--- config.mk ---
export PLATFORM = sky130hd
export DESIGN_NAME = epi_top
export DESIGN_NICKNAME = d
export VERILOG_FILES = /design/src/shared/epi_pkg.sv /design/src/logic/epi_wake_sampler.sv /design/src/logic/epi_top.sv
export SDC_FILE = /design/constraint.sdc
export NUM_CORES = 1
export LEC_CHECK = 0
export BUFFER_PORTS_ARGS = -buffer_cell sky130_fd_sc_hd__buf_2
export CAP_MARGIN = 20
export CORE_MARGIN = 2
export CORE_UTILIZATION = 50
export CTS_CLUSTER_DIAMETER = 60
export CTS_CLUSTER_SIZE = 12
export DETAILED_ROUTE_END_ITERATION = 8
export GPL_TIMING_DRIVEN = 0
export HOLD_SLACK_MARGIN = 0.02
export PLACE_DENSITY = 0.84
export SETUP_SLACK_MARGIN = 0.2
export SLEW_MARGIN = 15
export SYNTH_ARGS = -nofsm -noshare
export SYNTH_HDL_FRONTEND = slang
export SYNTH_SLANG_ARGS = --single-unit
export TNS_END_PERCENT = 5
--- constraint.sdc ---
create_clock -name clk -period 6.07 [get_ports clk]
set_input_delay 1.214 -clock clk [delete_from_list [all_inputs] [get_ports clk]]
set_output_delay 1.214 -clock clk [all_outputs]
set_load 0.1 [all_outputs]
--- src/shared/epi_pkg.sv ---
`default_nettype none
package epi_pkg;

   // Register bus geometry
   localparam int unsigned EPI_ADDR_W  = 8;
   localparam int unsigned EPI_DATA_W  = 32;
   localparam int unsigned EPI_NUM_IN  = 3;

   // Register offsets (byte addresses)
   localparam logic [7:0] EPI_OFS_CTRL   = 8'h00;
   localparam logic [7:0] EPI_OFS_ENABLE = 8'h04;
   localparam logic [7:0] EPI_OFS_STATUS = 8'h08;
   localparam logic [7:0] EPI_OFS_CLEAR  = 8'h0C;

   // Control register fields
   localparam int unsigned EPI_CTRL_SEL_LSB = 0;   // Two bits per input, inputs zero and one
   localparam int unsigned EPI_CTRL_SEL_W   = 2;
   localparam int unsigned EPI_CTRL_POL_BIT = 4;   // Edge polarity of input two
   localparam int unsigned EPI_CTRL_W       = 5;

   // Status register fields
   localparam int unsigned EPI_STAT_PEND_LSB = 0;
   localparam int unsigned EPI_STAT_LVL_LSB  = 8;

   // Reset values
   localparam logic [4:0] EPI_CTRL_RST   = 5'h00;
   localparam logic [2:0] EPI_ENABLE_RST = 3'h0;

   // Start-up fuse width
   localparam int unsigned EPI_SUT_W = 4;

   // Sense selector encoding
   localparam logic [1:0] EPI_SENSE_LOW  = 2'h0;
   localparam logic [1:0] EPI_SENSE_ANY  = 2'h1;
   localparam logic [1:0] EPI_SENSE_FALL = 2'h2;
   localparam logic [1:0] EPI_SENSE_RISE = 2'h3;

   // Wake sampler states
   typedef enum logic [1:0] {
      EPI_WK_IDLE,
      EPI_WK_SAMPLE,
      EPI_WK_START
   } epi_wake_t;

   // Register bus request
   typedef struct packed {
      logic [EPI_ADDR_W-1:0] addr;
      logic [EPI_DATA_W-1:0] wdata;
      logic                  wr;
      logic                  rd;
   } epi_bus_req_t;

endpackage
`default_nettype wire

--- src/logic/epi_wake_sampler.sv ---
`timescale 1ns/1ps
`default_nettype none
module epi_wake_sampler #(
   parameter int unsigned SUT_W = epi_pkg::EPI_SUT_W
) (
   input  wire logic             clk,
   input  wire logic             rstn,
   input  wire logic             arm,
   input  wire logic             level_low,
   input  wire logic             kick,
   input  wire logic             wdt_tick,
   input  wire logic [SUT_W-1:0] startup_ticks,
   output logic                  busy,
   output logic                  done
);

   typedef struct packed {
      epi_pkg::epi_wake_t state;
      logic [SUT_W-1:0]   cnt;
      logic               busy;
      logic               done;
   } epi_wk_st_t;

   epi_wk_st_t st_reg;
   epi_wk_st_t st_next;

   // Two watchdog samples, then start-up count
   always_comb begin
      st_next      = st_reg;
      st_next.done = 1'b0;
      case (st_reg.state)
         epi_pkg::EPI_WK_IDLE: begin
            st_next.cnt = '0;
            if (kick) begin
               st_next.state = epi_pkg::EPI_WK_START;
            end else if (arm && level_low && wdt_tick) begin
               st_next.state = epi_pkg::EPI_WK_SAMPLE;
            end
         end
         epi_pkg::EPI_WK_SAMPLE: begin
            if (!arm) begin
               st_next.state = epi_pkg::EPI_WK_IDLE;
            end else if (wdt_tick) begin
               st_next.state = level_low ? epi_pkg::EPI_WK_START : epi_pkg::EPI_WK_IDLE;
            end
         end
         epi_pkg::EPI_WK_START: begin
            if (st_reg.cnt >= startup_ticks) begin
               st_next.done  = 1'b1;
               st_next.state = epi_pkg::EPI_WK_IDLE;
            end else if (wdt_tick) begin
               st_next.cnt = SUT_W'(st_reg.cnt + 1'b1);
            end
         end
         default: begin
            st_next.state = epi_pkg::EPI_WK_IDLE;
         end
      endcase
      st_next.busy = (st_next.state == epi_pkg::EPI_WK_START);
   end

   // State register
   always_ff @(posedge clk) begin
      if (!rstn) begin
         st_reg <= '{state: epi_pkg::EPI_WK_IDLE, cnt: '0, busy: 1'b0, done: 1'b0};
      end else begin
         st_reg <= st_next;
      end
   end

   assign busy = st_reg.busy;
   assign done = st_reg.done;
endmodule // epi_wake_sampler
`default_nettype wire

--- src/logic/epi_top.sv ---
`timescale 1ns/1ps
`default_nettype none
module epi_top #(
   parameter int unsigned SUT_W = epi_pkg::EPI_SUT_W
) (
   input  wire logic                     clk,
   input  wire logic                     rstn,
   input  wire logic                     ext_irq_pin_zero,
   input  wire logic                     ext_irq_pin_one,
   input  wire logic                     ext_irq_pin_two,
   input  wire logic [2:0]               pin_drive_en,
   input  wire logic [2:0]               pin_drive_val,
   input  wire logic                     sleep_active,
   input  wire logic                     sleep_is_idle,
   input  wire logic                     wdt_tick,
   input  wire logic [SUT_W-1:0]         startup_time_fuses,
   input  wire logic [2:0]               irq_ack,
   input  wire epi_pkg::epi_bus_req_t    bus_req,
   output logic [epi_pkg::EPI_DATA_W-1:0] bus_rdata,
   output logic [2:0]                    irq_req,
   output logic                          irq_out,
   output logic                          wake_req,
   output logic                          osc_start
);

   localparam int unsigned N = epi_pkg::EPI_NUM_IN;

   // Refuse fuse widths the counter cannot serve
   if (SUT_W < 1 || SUT_W > 16) begin : g_bad_sut
      $error("SUT_W must lie between 1 and 16");
   end

   typedef struct packed {
      logic [N-1:0]                    sync1;
      logic [N-1:0]                    sync2;
      logic [N-1:0]                    prev;
      logic [epi_pkg::EPI_CTRL_W-1:0]  ctrl;
      logic [N-1:0]                    enable;
      logic [N-1:0]                    pending;
      logic [N-1:0]                    irq_req;
      logic                            irq;
      logic                            wake;
      logic                            osc_start;
      logic [epi_pkg::EPI_DATA_W-1:0]  rdata;
   } epi_state_t;

   epi_state_t st_reg;
   epi_state_t st_next;

   logic [N-1:0] pin_raw;
   logic [N-1:0] lvl;
   logic [N-1:0] rise;
   logic [N-1:0] fall;
   logic [N-1:0] evt;
   logic [N-1:0] lvl_mode;
   logic [N-1:0] lvl_req;
   logic         io_clk_run;
   logic         pwr_down;
   logic         wk_busy;
   logic         wk_done;
   logic         wk_kick;
   logic         pol_two;

   assign pin_raw = {ext_irq_pin_two, ext_irq_pin_one, ext_irq_pin_zero};

   assign io_clk_run = !sleep_active || sleep_is_idle;
   assign pwr_down   = sleep_active && !sleep_is_idle;

   // own drive seen as pin level
   assign lvl  = (pin_drive_en & pin_drive_val) | (~pin_drive_en & st_reg.sync2);
   assign rise = lvl & ~st_reg.prev;
   assign fall = ~lvl & st_reg.prev;

   // Per-input sensing for inputs zero and one
   for (genvar ch = 0; ch < 2; ch++) begin : g_sense
      logic [epi_pkg::EPI_CTRL_SEL_W-1:0] sel;
      logic                               hit;
      assign sel = st_reg.ctrl[epi_pkg::EPI_CTRL_SEL_LSB + ch*epi_pkg::EPI_CTRL_SEL_W
                               +: epi_pkg::EPI_CTRL_SEL_W];
      always_comb begin
         case (sel)
            epi_pkg::EPI_SENSE_ANY:  hit = rise[ch] | fall[ch];
            epi_pkg::EPI_SENSE_FALL: hit = fall[ch];
            epi_pkg::EPI_SENSE_RISE: hit = rise[ch];
            default:                 hit = 1'b0;
         endcase
      end
      // clocked edges only with I/O clock
      assign evt[ch]      = hit && io_clk_run;
      assign lvl_mode[ch] = (sel == epi_pkg::EPI_SENSE_LOW);
      assign lvl_req[ch]  = lvl_mode[ch] && st_reg.enable[ch] && !lvl[ch];
   end

   assign pol_two     = st_reg.ctrl[epi_pkg::EPI_CTRL_POL_BIT];
   // input two edge only, no I/O clock needed
   assign evt[2]      = pol_two ? rise[2] : fall[2];
   assign lvl_mode[2] = 1'b0;
   assign lvl_req[2]  = 1'b0;

   // pin two edge starts wake-up in deep sleep
   assign wk_kick = pwr_down && evt[2] && st_reg.enable[2];

   // Power-down wake sampling on watchdog ticks
   epi_wake_sampler #(
      .SUT_W (SUT_W)
   ) u_wake (
      .clk           (clk),
      .rstn          (rstn),
      .arm           (pwr_down),
      .level_low     (|lvl_req),
      .kick          (wk_kick),
      .wdt_tick      (wdt_tick),
      .startup_ticks (startup_time_fuses),
      .busy          (wk_busy),
      .done          (wk_done)
   );

   // Next-state logic
   always_comb begin
      logic [N-1:0] clr;
      logic         wr_hit;
      st_next       = st_reg;
      clr           = irq_ack;
      wr_hit        = 1'b0;

      st_next.sync1 = pin_raw;
      st_next.sync2 = st_reg.sync1;
      st_next.prev  = lvl;

      // Register writes
      if (bus_req.wr) begin
         case (bus_req.addr)
            epi_pkg::EPI_OFS_CTRL: begin
               st_next.ctrl = bus_req.wdata[epi_pkg::EPI_CTRL_W-1:0];
            end
            epi_pkg::EPI_OFS_ENABLE: begin
               st_next.enable = bus_req.wdata[N-1:0];
            end
            epi_pkg::EPI_OFS_CLEAR: begin
               wr_hit = 1'b1;
            end
            default: begin
               wr_hit = 1'b0;
            end
         endcase
      end
      if (wr_hit) begin
         clr = clr | bus_req.wdata[N-1:0];
      end

      // set wins over clear, level mode keeps clear
      st_next.pending = ((st_reg.pending & ~clr) | evt) & ~lvl_mode;

      // per-input request, level gated in power-down
      st_next.irq_req = (st_next.pending & st_next.enable) | (lvl_req & {N{!pwr_down}});
      st_next.irq     = |st_next.irq_req;

      // deep wake via sampler, idle wake on any request
      if (!sleep_active) begin
         st_next.wake = 1'b0;
      end else if ((sleep_is_idle && st_next.irq) || (!sleep_is_idle && wk_done)) begin
         st_next.wake = 1'b1;
      end
      st_next.osc_start = wk_busy;

      // Read data, valid one cycle after the strobe
      st_next.rdata = '0;
      if (bus_req.rd) begin
         case (bus_req.addr)
            epi_pkg::EPI_OFS_CTRL: begin
               st_next.rdata[epi_pkg::EPI_CTRL_W-1:0] = st_reg.ctrl;
            end
            epi_pkg::EPI_OFS_ENABLE: begin
               st_next.rdata[N-1:0] = st_reg.enable;
            end
            epi_pkg::EPI_OFS_STATUS: begin
               st_next.rdata[epi_pkg::EPI_STAT_PEND_LSB +: N] = st_reg.pending;
               st_next.rdata[epi_pkg::EPI_STAT_LVL_LSB +: N]  = lvl;
            end
            default: begin
               st_next.rdata = '0;
            end
         endcase
      end
   end

   // State register
   always_ff @(posedge clk) begin
      if (!rstn) begin
         st_reg           <= '0;
         st_reg.ctrl      <= epi_pkg::EPI_CTRL_RST;
         st_reg.enable    <= epi_pkg::EPI_ENABLE_RST;
      end else begin
         st_reg <= st_next;
      end
   end

   // Outputs straight from the state register
   assign bus_rdata = st_reg.rdata;
   assign irq_req   = st_reg.irq_req;
   assign irq_out   = st_reg.irq;
   assign wake_req  = st_reg.wake;
   assign osc_start = st_reg.osc_start;
endmodule // epi_top
`default_nettype wire

-- After elaboration in Yosys (flattened, before gate mapping)
Cells that the tools add are included.
Widths: inputs -> output; s select.
- logic and storage cells: 107
- output and inout port bits: 38
- bits in registers: 66
- $add $sub $neg: 1
- order comparisons: 1
- eq/ne operators: 14
- reduce and logical (&&, ||, !) cells: 34
- bitwise operators: 19
- multiplexer cells: 20
- operator list (cell ; count):
    $and 3x3->3 ; 7
    $eq 8x4->1 const B ; 2
    $logic_and 1x1->1 ; 13
    $eq 2x2->1 const B ; 6
    $mux 2 ; 6
    $not 3->3 ; 4
    $or 3x3->3 ; 4
    $mux 3 ; 3
    $pmux 3 s3 ; 1
    $reduce_and 3->1 ; 3
    $eq 8x3->1 const B ; 1
    $logic_not 8->1 ; 1
    $mux 4 ; 2
    $pmux 4 s2 ; 1
    $reduce_and 2->1 ; 4
    $eq 2x1->1 const B ; 3
    $logic_not 2->1 ; 3
    $pmux 1 s3 ; 2
    $pmux 2 s3 ; 1
    $logic_not 1->1 ; 5
    $add 4x1->4 const B ; 1
    $ge 4x4->1 ; 1
    $mux 1 ; 4
    $ne 2x2->1 const B ; 2
    other kinds (7) ; 9

-- Depth between registers and ports, before layout
Gate-level depths: netlist (run 1).
- depth after elaboration: 15
- mapped depth: 9

-- Modules after synthesis
A second synthesis (run 1) with hierarchy kept.
- cell total of the unflattened synthesis: 242
- area, all modules: 2213.4 um2
- by module, submodules not included (module ; area an instance (um2) ; sequential area each (um2) ; instances ; cells an instance):
    epi_top ; 1710.4 ; 680.7 ; 1 ; 182
    epi_wake_sampler ; 503.0 ; 160.2 ; 1 ; 60

-- Worst setup path after synthesis (run 1)
OpenSTA, ideal clock, no wires.
- kind: input-to-reg
- from: input bus_req[35] (netlist bit)
- to: register st_reg, in the netlist wake_req
- slack: 3010 ps
- stages on the path: 6
- data required time: 5928 ps
- arrival: 2918 ps
- cells stage by stage: or4_4 > or4_4 > mux2_4 > nand2_2 > o211a_4 > a41oi_2
- word-level cells in the longest chain between the ends: 13
- ends and longest elaborated chain (element ; line ; RTL):
    start: declaration ; epi_top.sv:18 ; input wire epi_pkg::epi_bus_req_t bus_req,
    $eq 8x4->1 ; epi_top.sv:132 ; case (bus_req.addr)
    $mux 1 ; epi_top.sv:132 ;
    $mux 1 ; epi_top.sv:131 ; if (bus_req.wr) begin
    $mux 3 ; epi_top.sv:147 ; if (wr_hit) begin
    $not 3->3 ; epi_top.sv:152 ; st_next.pending = ((st_reg.pending & ~clr) | evt) & ~lvl_mode;
    $and 3x3->3 ; epi_top.sv:152 ;
    $or 3x3->3 ; epi_top.sv:152 ;
    $and 3x3->3 ; epi_top.sv:152 ;
    $and 3x3->3 (*) ; epi_top.sv:155 ; st_next.irq_req = (st_next.pending & st_next.enable) | (lvl_req & {N{!pwr_down}});
    $or 3x3->3 (*) ; epi_top.sv:155 ;
    $reduce_or 3->1 (*) ; epi_top.sv:156 ; st_next.irq = |st_next.irq_req;
    $logic_and 1x1->1 (*) ; epi_top.sv:161 ; end else if ((sleep_is_idle && st_next.irq) || (!sleep_is_idle && wk_done)) begin
    $logic_or 1x1->1 (*) ; epi_top.sv:161 ;
    end signal: assignment ; epi_top.sv:194 ; st_reg <= st_next;
    end: declaration ; epi_top.sv:47 ; epi_state_t st_reg;
Every way passes the cells marked *; elsewhere a longest branch is shown, timed or not.
A chain may end at the register's enable or synchronous reset.

-- Worst setup path after layout (run 1)
Same ends and word-level chain as after synthesis.

==> results.cfg, run 1 <==
[cells_and_area]
largest_register_ffs = 12
fill_cells = 382
diodes = 0
layout.nets = 392
area_delta_synth_final_pct = 21.5
multiInputGateArea_um2 = 1100
layout-drive-gt1-share_pct = 34.0
regArea_um2 = 841
fin_area_um2 = 2690

[global_route]
grt_pass1_vias = 1606
antenna_found_initial = 0
grt_overflow = 0
met2_usage_pct = 30.6
grt_max_degree = 15
grt_pass1_wl_mm = 7.11
grt_busiest_layer = met2
use_met1_pct = 21.8
grt_usage_pct = 18.0
grtUsageMet3_pct = 3.85

[power_and_ir_drop]
ir_worst_vdd_mv = 0.131
p_per_area_nw_per_um2 = 215
leakagePower_nw = 1.35

[flow_run]
cap_viol_max_count = 0

[synthesis]
synth.most_common_cell = dfxtp_1
yosys-top-cells-count = 42 x dfxtp_1, 36 x buf_4, 21 x nor2_1, 16 x inv_1
synth_area_leaders = dfxtp_1 38%, buf_4 12%, mux2i_1 6.3%
postSynthCellCount = 243
synth.distinct_cells = 47
synth.avg_cell_area_um2 = 9.12
ys_ff_latch = 42
synth_edf_count = 0
ys_async_sr_fraction_pct = 0
yosys.area.top_type = dfxtp_1
ys.flop_type = dfxtp_1
ys_seq_area_share_pct = 37.9
yosysWarnings = 0
synth.top_cell.area_share_pct = 37.9
syn_area_um2 = 2220

[clock_tree]
numClockSinks = 42
clock_latency_ns = 0.30
clockRootBuffer = clkbuf_8
holdBufCountCts = 0
clock_path_buffers = 2
cts_resized = 0
htree_levels = 2
clk_pin_slew_ns = 0.09
cts_buffers = 5
cts_setup_buffers = 0
cts_tree = done

[sta]
fin_skew_ns = 0.0110
hold_ws_ns = 0.440
period_needed_ns = 2.95
grt_setup_unrepaired = no
drv_slew = 0
layout_setup_ws_ns = 3.12
max_freq_ghz = 0.340
tns_ns = 0
finalCritPeriodShare_pct = 48.5
hold_viol = 0
finalSetupViolCount = 0

[route]
drc = 0
finalWirelength_mm = 4.38
drt_iter0_drc = 93
wl_per_cell_um = 11.8
drtAntennaViolNets = 0
drtPass1Iterations = 4
vias_per_cell = 4.67
via_count = 1742

[floorplanning]
io_pins = 101
core_um2 = 4320
initial_core_util_pct = 51.3
num_rows = 24
die_x_um = 70.6
dieArea_um2 = 4980
die_h_um = 70.6

[placed_design]
placed_cell_area_um2 = 2600
pre_cts_ws_ns = 2.83
io_buffers = 47
gp_congestion = 0.882
hpwl_mm = 3.44

[worst_setup_path]
crit_chain = buf_2, or4_4, or4_4, mux2_4, nand2_2, o211a_4, a41oi_2
critPathSlowestCell = or4_4
r2r-start = u_wake.st_reg[2]$_SDFFE_PN0P_
path_max_fanout = 4
startpoint_type = primary input
crit_path_end_kind = flip-flop
crit_arrival_ns = 3.11
cp_common_cell = or4_4
crit_start = bus_req[35]
critPathBufInv = 1
critPathKind = primary input to flip-flop
required_ns = 6.23
critPathTopFamily = simple AND/OR/NAND/NOR gates
slowest_delay_ns = 0.57

[hold_path]
worstHoldPathType = flip-flop to flip-flop
hp-start = u_wake.busy$_SDFF_PN0_

[status]
outcome = finished clean
==> metrics by stage <==
step,cells,util [%],power (W)
3_5_place_dp,365,60.2,0.000405
4_1_cts,373,62.3,0.000582
2_1_floorplan,266,-,0.000386
5_1_grt,373,62.3,0.000604
3_3_place_gp,365,60.2,0.000403
6_report,373,62.3,0.000579
==> worst reg2reg max path: cells and delay by family (launching register included) <==
kind            cells  cell delay, ns
compound gates      4            0.84
fa+ha+maj           1            0.26
simple gates        2            0.28
buf+inv             1            0.07
flops               1            0.42
==> cells in the final DEF, fill, tap and decap left out, types with 2 or more instances in the layout <==
master     n
ha_1       9
buf_2     47
nand2b_1   5
a21boi_0   2
nand4_1    4
clkbuf_8   6
or4_4      2
inv_1     16
mux2_2     2
nor2b_1   14
and3_1     3
nand3_1    3
nor4_1     3
clkbuf_1   2
dfxtp_1   42
buf_4     36
and2_1    12
mux2i_1   14
a21oi_1    7
o21ai_0    7
and2b_2    2
nand2_1   11
nor2_1    21
conb_1    24
==> layout make-up <==
cell class	instances	area share [%]
Multi-Input combinational cell	168	40.8
Clock inverter	3	0.790
Buffer	40	11.2
Tap cell	52	2.42
Timing Repair Buffer	47	8.73
Inverter	16	2.23
Sequential cell	42	31.2
Clock buffer	5	2.55
==> worst paths after layout <==
path                                         to  slack, ns  depth (start not counted)
setup / recovery          wake_req$_SDFFE_PN0P_       3.12                          7
hold / removal             osc_start$_SDFF_PN0_       0.44                          1
setup reg to reg  u_wake.st_reg[2]$_SDFFE_PN0P_       4.08                          8
hold reg to reg            osc_start$_SDFF_PN0_       0.44                          1
==> report_power, final <==
group          switching, W  internal [W]  leakage, nW
clock network     0.0000997     0.0000808       0.0441
logic             0.0000884     0.0000302        0.963
registers        0.00000133      0.000279        0.340
total              0.000190      0.000390         1.35
==> logic make-up (layout without fill, tap and decap cells) <==
family / after synthesis / in the layout / synth area share [%]
other: 1 / 24 / 0.169
buffers and inverters: 56 / 111 / 16.4
adder cells (fa/ha/maj): 9 / 9 / 5.08
multiplexers: 17 / 17 / 8.01
AO/OA/AOI/OAI: 27 / 27 / 9.03
AND/OR/NAND/NOR: 90 / 90 / 23.0
XOR/XNOR: 1 / 1 / 0.395
flip-flops: 42 / 42 / 37.9
==> metal layers <==
| metal | wire (um) | vias up | share of wire, % |
|---|---|---|---|
| met2 | 2080 | 60 | 47 |
| met1 | 1980 | 767 | 45 |
| li1 | - | 904 | - |
| met5 | 0 | - | 0 |
| met4 | 104 | 0 | 2.4 |
| met3 | 224 | 11 | 5.1 |
Note: power is estimated with default switching activity, not from simulation.
==> run 2: changes to the inputs <==
Settings changed: CORE_UTILIZATION 50 to 47, PLACE_DENSITY 0.84 to 0.8.
Clock period 6.07 ns to 3 ns, I/O delays scaled along.
==> run 2 against run 1 <==
Design area about the same. Worst hold slack worse by 0.0023 ns. Sequential share of layout area about the same. Critical endpoint unchanged. Wire length down 3.2%. Die area up 6.0%.
==> results.cfg, run 2 (same netlist as run 1, synthesis figures left out) <==
[status]
outcome = finished clean

[sta]
layout_setup_ws_ns = 0.656
finalSetupViolCount = 0
period_needed_ns = 2.34
tns_ns = 0
finalCritPeriodShare_pct = 78.1
max_freq_ghz = 0.427
hold_viol = 0
grt_setup_unrepaired = no
fin_skew_ns = 0.00378
drv_slew = 0

[floorplanning]
die_x_um = 72.7
num_rows = 24
core_um2 = 4440
die_h_um = 72.7
initial_core_util_pct = 49.9
io_pins = 101
dieArea_um2 = 5280

[cells_and_area]
layout.nets = 392
utilization_pct = 60.6
area_delta_synth_final_pct = 21.6
mostFrequentLayoutCells = 47 x buf_2, 42 x dfxtp_1, 36 x buf_4
diodes = 0
largest_register_ffs = 12
layout-drive-gt1-share_pct = 33.6
fin_area_um2 = 2700
fill_cells = 414
final_common_cell = buf_2

[worst_setup_path]
crit_start = bus_req[35]
startpoint_type = primary input
crit_chain = buf_2, or4_4, or4_4, mux2_4, nand2_2, o211a_4, a41oi_2
slowest_delay_ns = 0.57
critPathSlowestCell = or4_4
crit_arrival_ns = 2.50
crit_path_end = wake_req$_SDFFE_PN0P_
critPathKind = primary input to flip-flop
reg2regPathDepth = 8
critPathBufInv = 1
critical_path_cell_count = 7
required_ns = 3.16
critPathTopFamily = simple AND/OR/NAND/NOR gates
worstReg2RegEnd = wake_req$_SDFFE_PN0P_
path_max_fanout = 4
r2r-start = st_reg[53]$_SDFF_PN0_
rrSetupSlack_ns = 1.06
cp_common_cell = or4_4
crit_path_end_kind = flip-flop

[clock_tree]
holdBufCountCts = 0
cts_buffers = 5
htree_levels = 2
clk_pin_slew_ns = 0.07
clock_path_buffers = 2
clock_latency_ns = 0.29
numClockSinks = 42
clockRootBuffer = clkbuf_8
cts_resized = 0
cts_tree = done
cts_setup_buffers = 0

[route]
wl_met2_mm = 1.97
drt_iter0_drc = 44
top_layer = met4
finalWirelength_mm = 4.24
via_count = 1718
wl_met1_mm = 1.93
drc = 0
vias_per_cell = 4.61
drtPass1Iterations = 4
wl_per_cell_um = 11.4
met3_length_um = 236
drtAntennaViolNets = 0

[placed_design]
pre_cts_ws_ns = 0.360
gp_congestion = 0.895
hpwl_mm = 3.40
io_buffers = 47
placed_cell_area_um2 = 2600

[global_route]
antenna_found_initial = 0
grt_max_degree = 13
grt_overflow = 0
grt_pass1_wl_mm = 6.79
grt_usage_pct = 16.7
grt_pass1_vias = 1554

[power_and_ir_drop]
total_power_w = 0.00117
leakagePower_nw = 1.35
ir_worst_vdd_mv = 0.291
p_per_area_nw_per_um2 = 435

[hold_path]
worstHoldPathType = flip-flop to flip-flop

[flow_run]
cap_viol_max_count = 0
## run 2: changes by cell type in the layout (fill, tap and decap cells not counted), sizes merged
cell,previous run,this run
clkbuf,8,10
clkinv,2,1
clkinvlp,1,0
## run 2: layout make-up
cell class              instances  area (um2)  share of cell area [%]
flip-flops and latches         42         841                    31.2
plain buffers                  40         303                    11.2
clock buffers                   7        86.3                    3.20
well taps                      52        65.1                    2.41
multi-input cells             168        1100                    40.8
clock inverters                 1        5.00                   0.186
repair buffers                 47         235                    8.73
inverters                      16        60.1                    2.23
## run 2: worst min path at each step
stage,start,endpoint,slack [ns],cells after the start
after CTS,st_next[52]$_SDFF_PN0_,st_reg[52]$_SDFF_PN0_,0.44,1
after floorplan,u_wake.busy$_SDFF_PN0_,osc_start$_SDFF_PN0_,0.41,1
after global routing,st_next[53]$_SDFF_PN0_,st_reg[53]$_SDFF_PN0_,0.46,1
after global placement,st_next[54]$_SDFF_PN0_,st_reg[54]$_SDFF_PN0_,0.41,1
after detailed placement,st_next[52]$_SDFF_PN0_,st_reg[52]$_SDFF_PN0_,0.42,1
final,st_next[52]$_SDFF_PN0_,st_reg[52]$_SDFF_PN0_,0.44,1
## run 2: worst register-to-register path, stage by stage (launching register included)
cell	delay, ns
dfxtp_1	0.31
mux2i_1	0.34
inv_1	0.09
ha_1	0.28
mux2i_1	0.12
a21oi_1	0.08
o21ai_0	0.36
a21oi_4	0.13
a41oi_2	0.18
## run 2: power by group
group          internal [W]  leakage [nW]  switching [W]
combinational     0.0000613         0.963       0.000179
clock              0.000185        0.0482       0.000179
sequential         0.000564         0.340     0.00000259
total              0.000811          1.35       0.000360
## run 2: per-layer routing
layer	up-vias	track usage [%]
li1	904	-
met1	738	21.3
met2	66	28.0
met3	10	1.93
met4	0	8.44
met5	-	0
## run 2: metrics by stage
stage | hold WS (ns) | std cells
2_1_floorplan | 0.412 | 266
4_1_cts | 0.441 | 373
5_1_grt | 0.459 | 373
3_3_place_gp | 0.414 | 365
3_5_place_dp | 0.422 | 365
6_report | 0.438 | 373
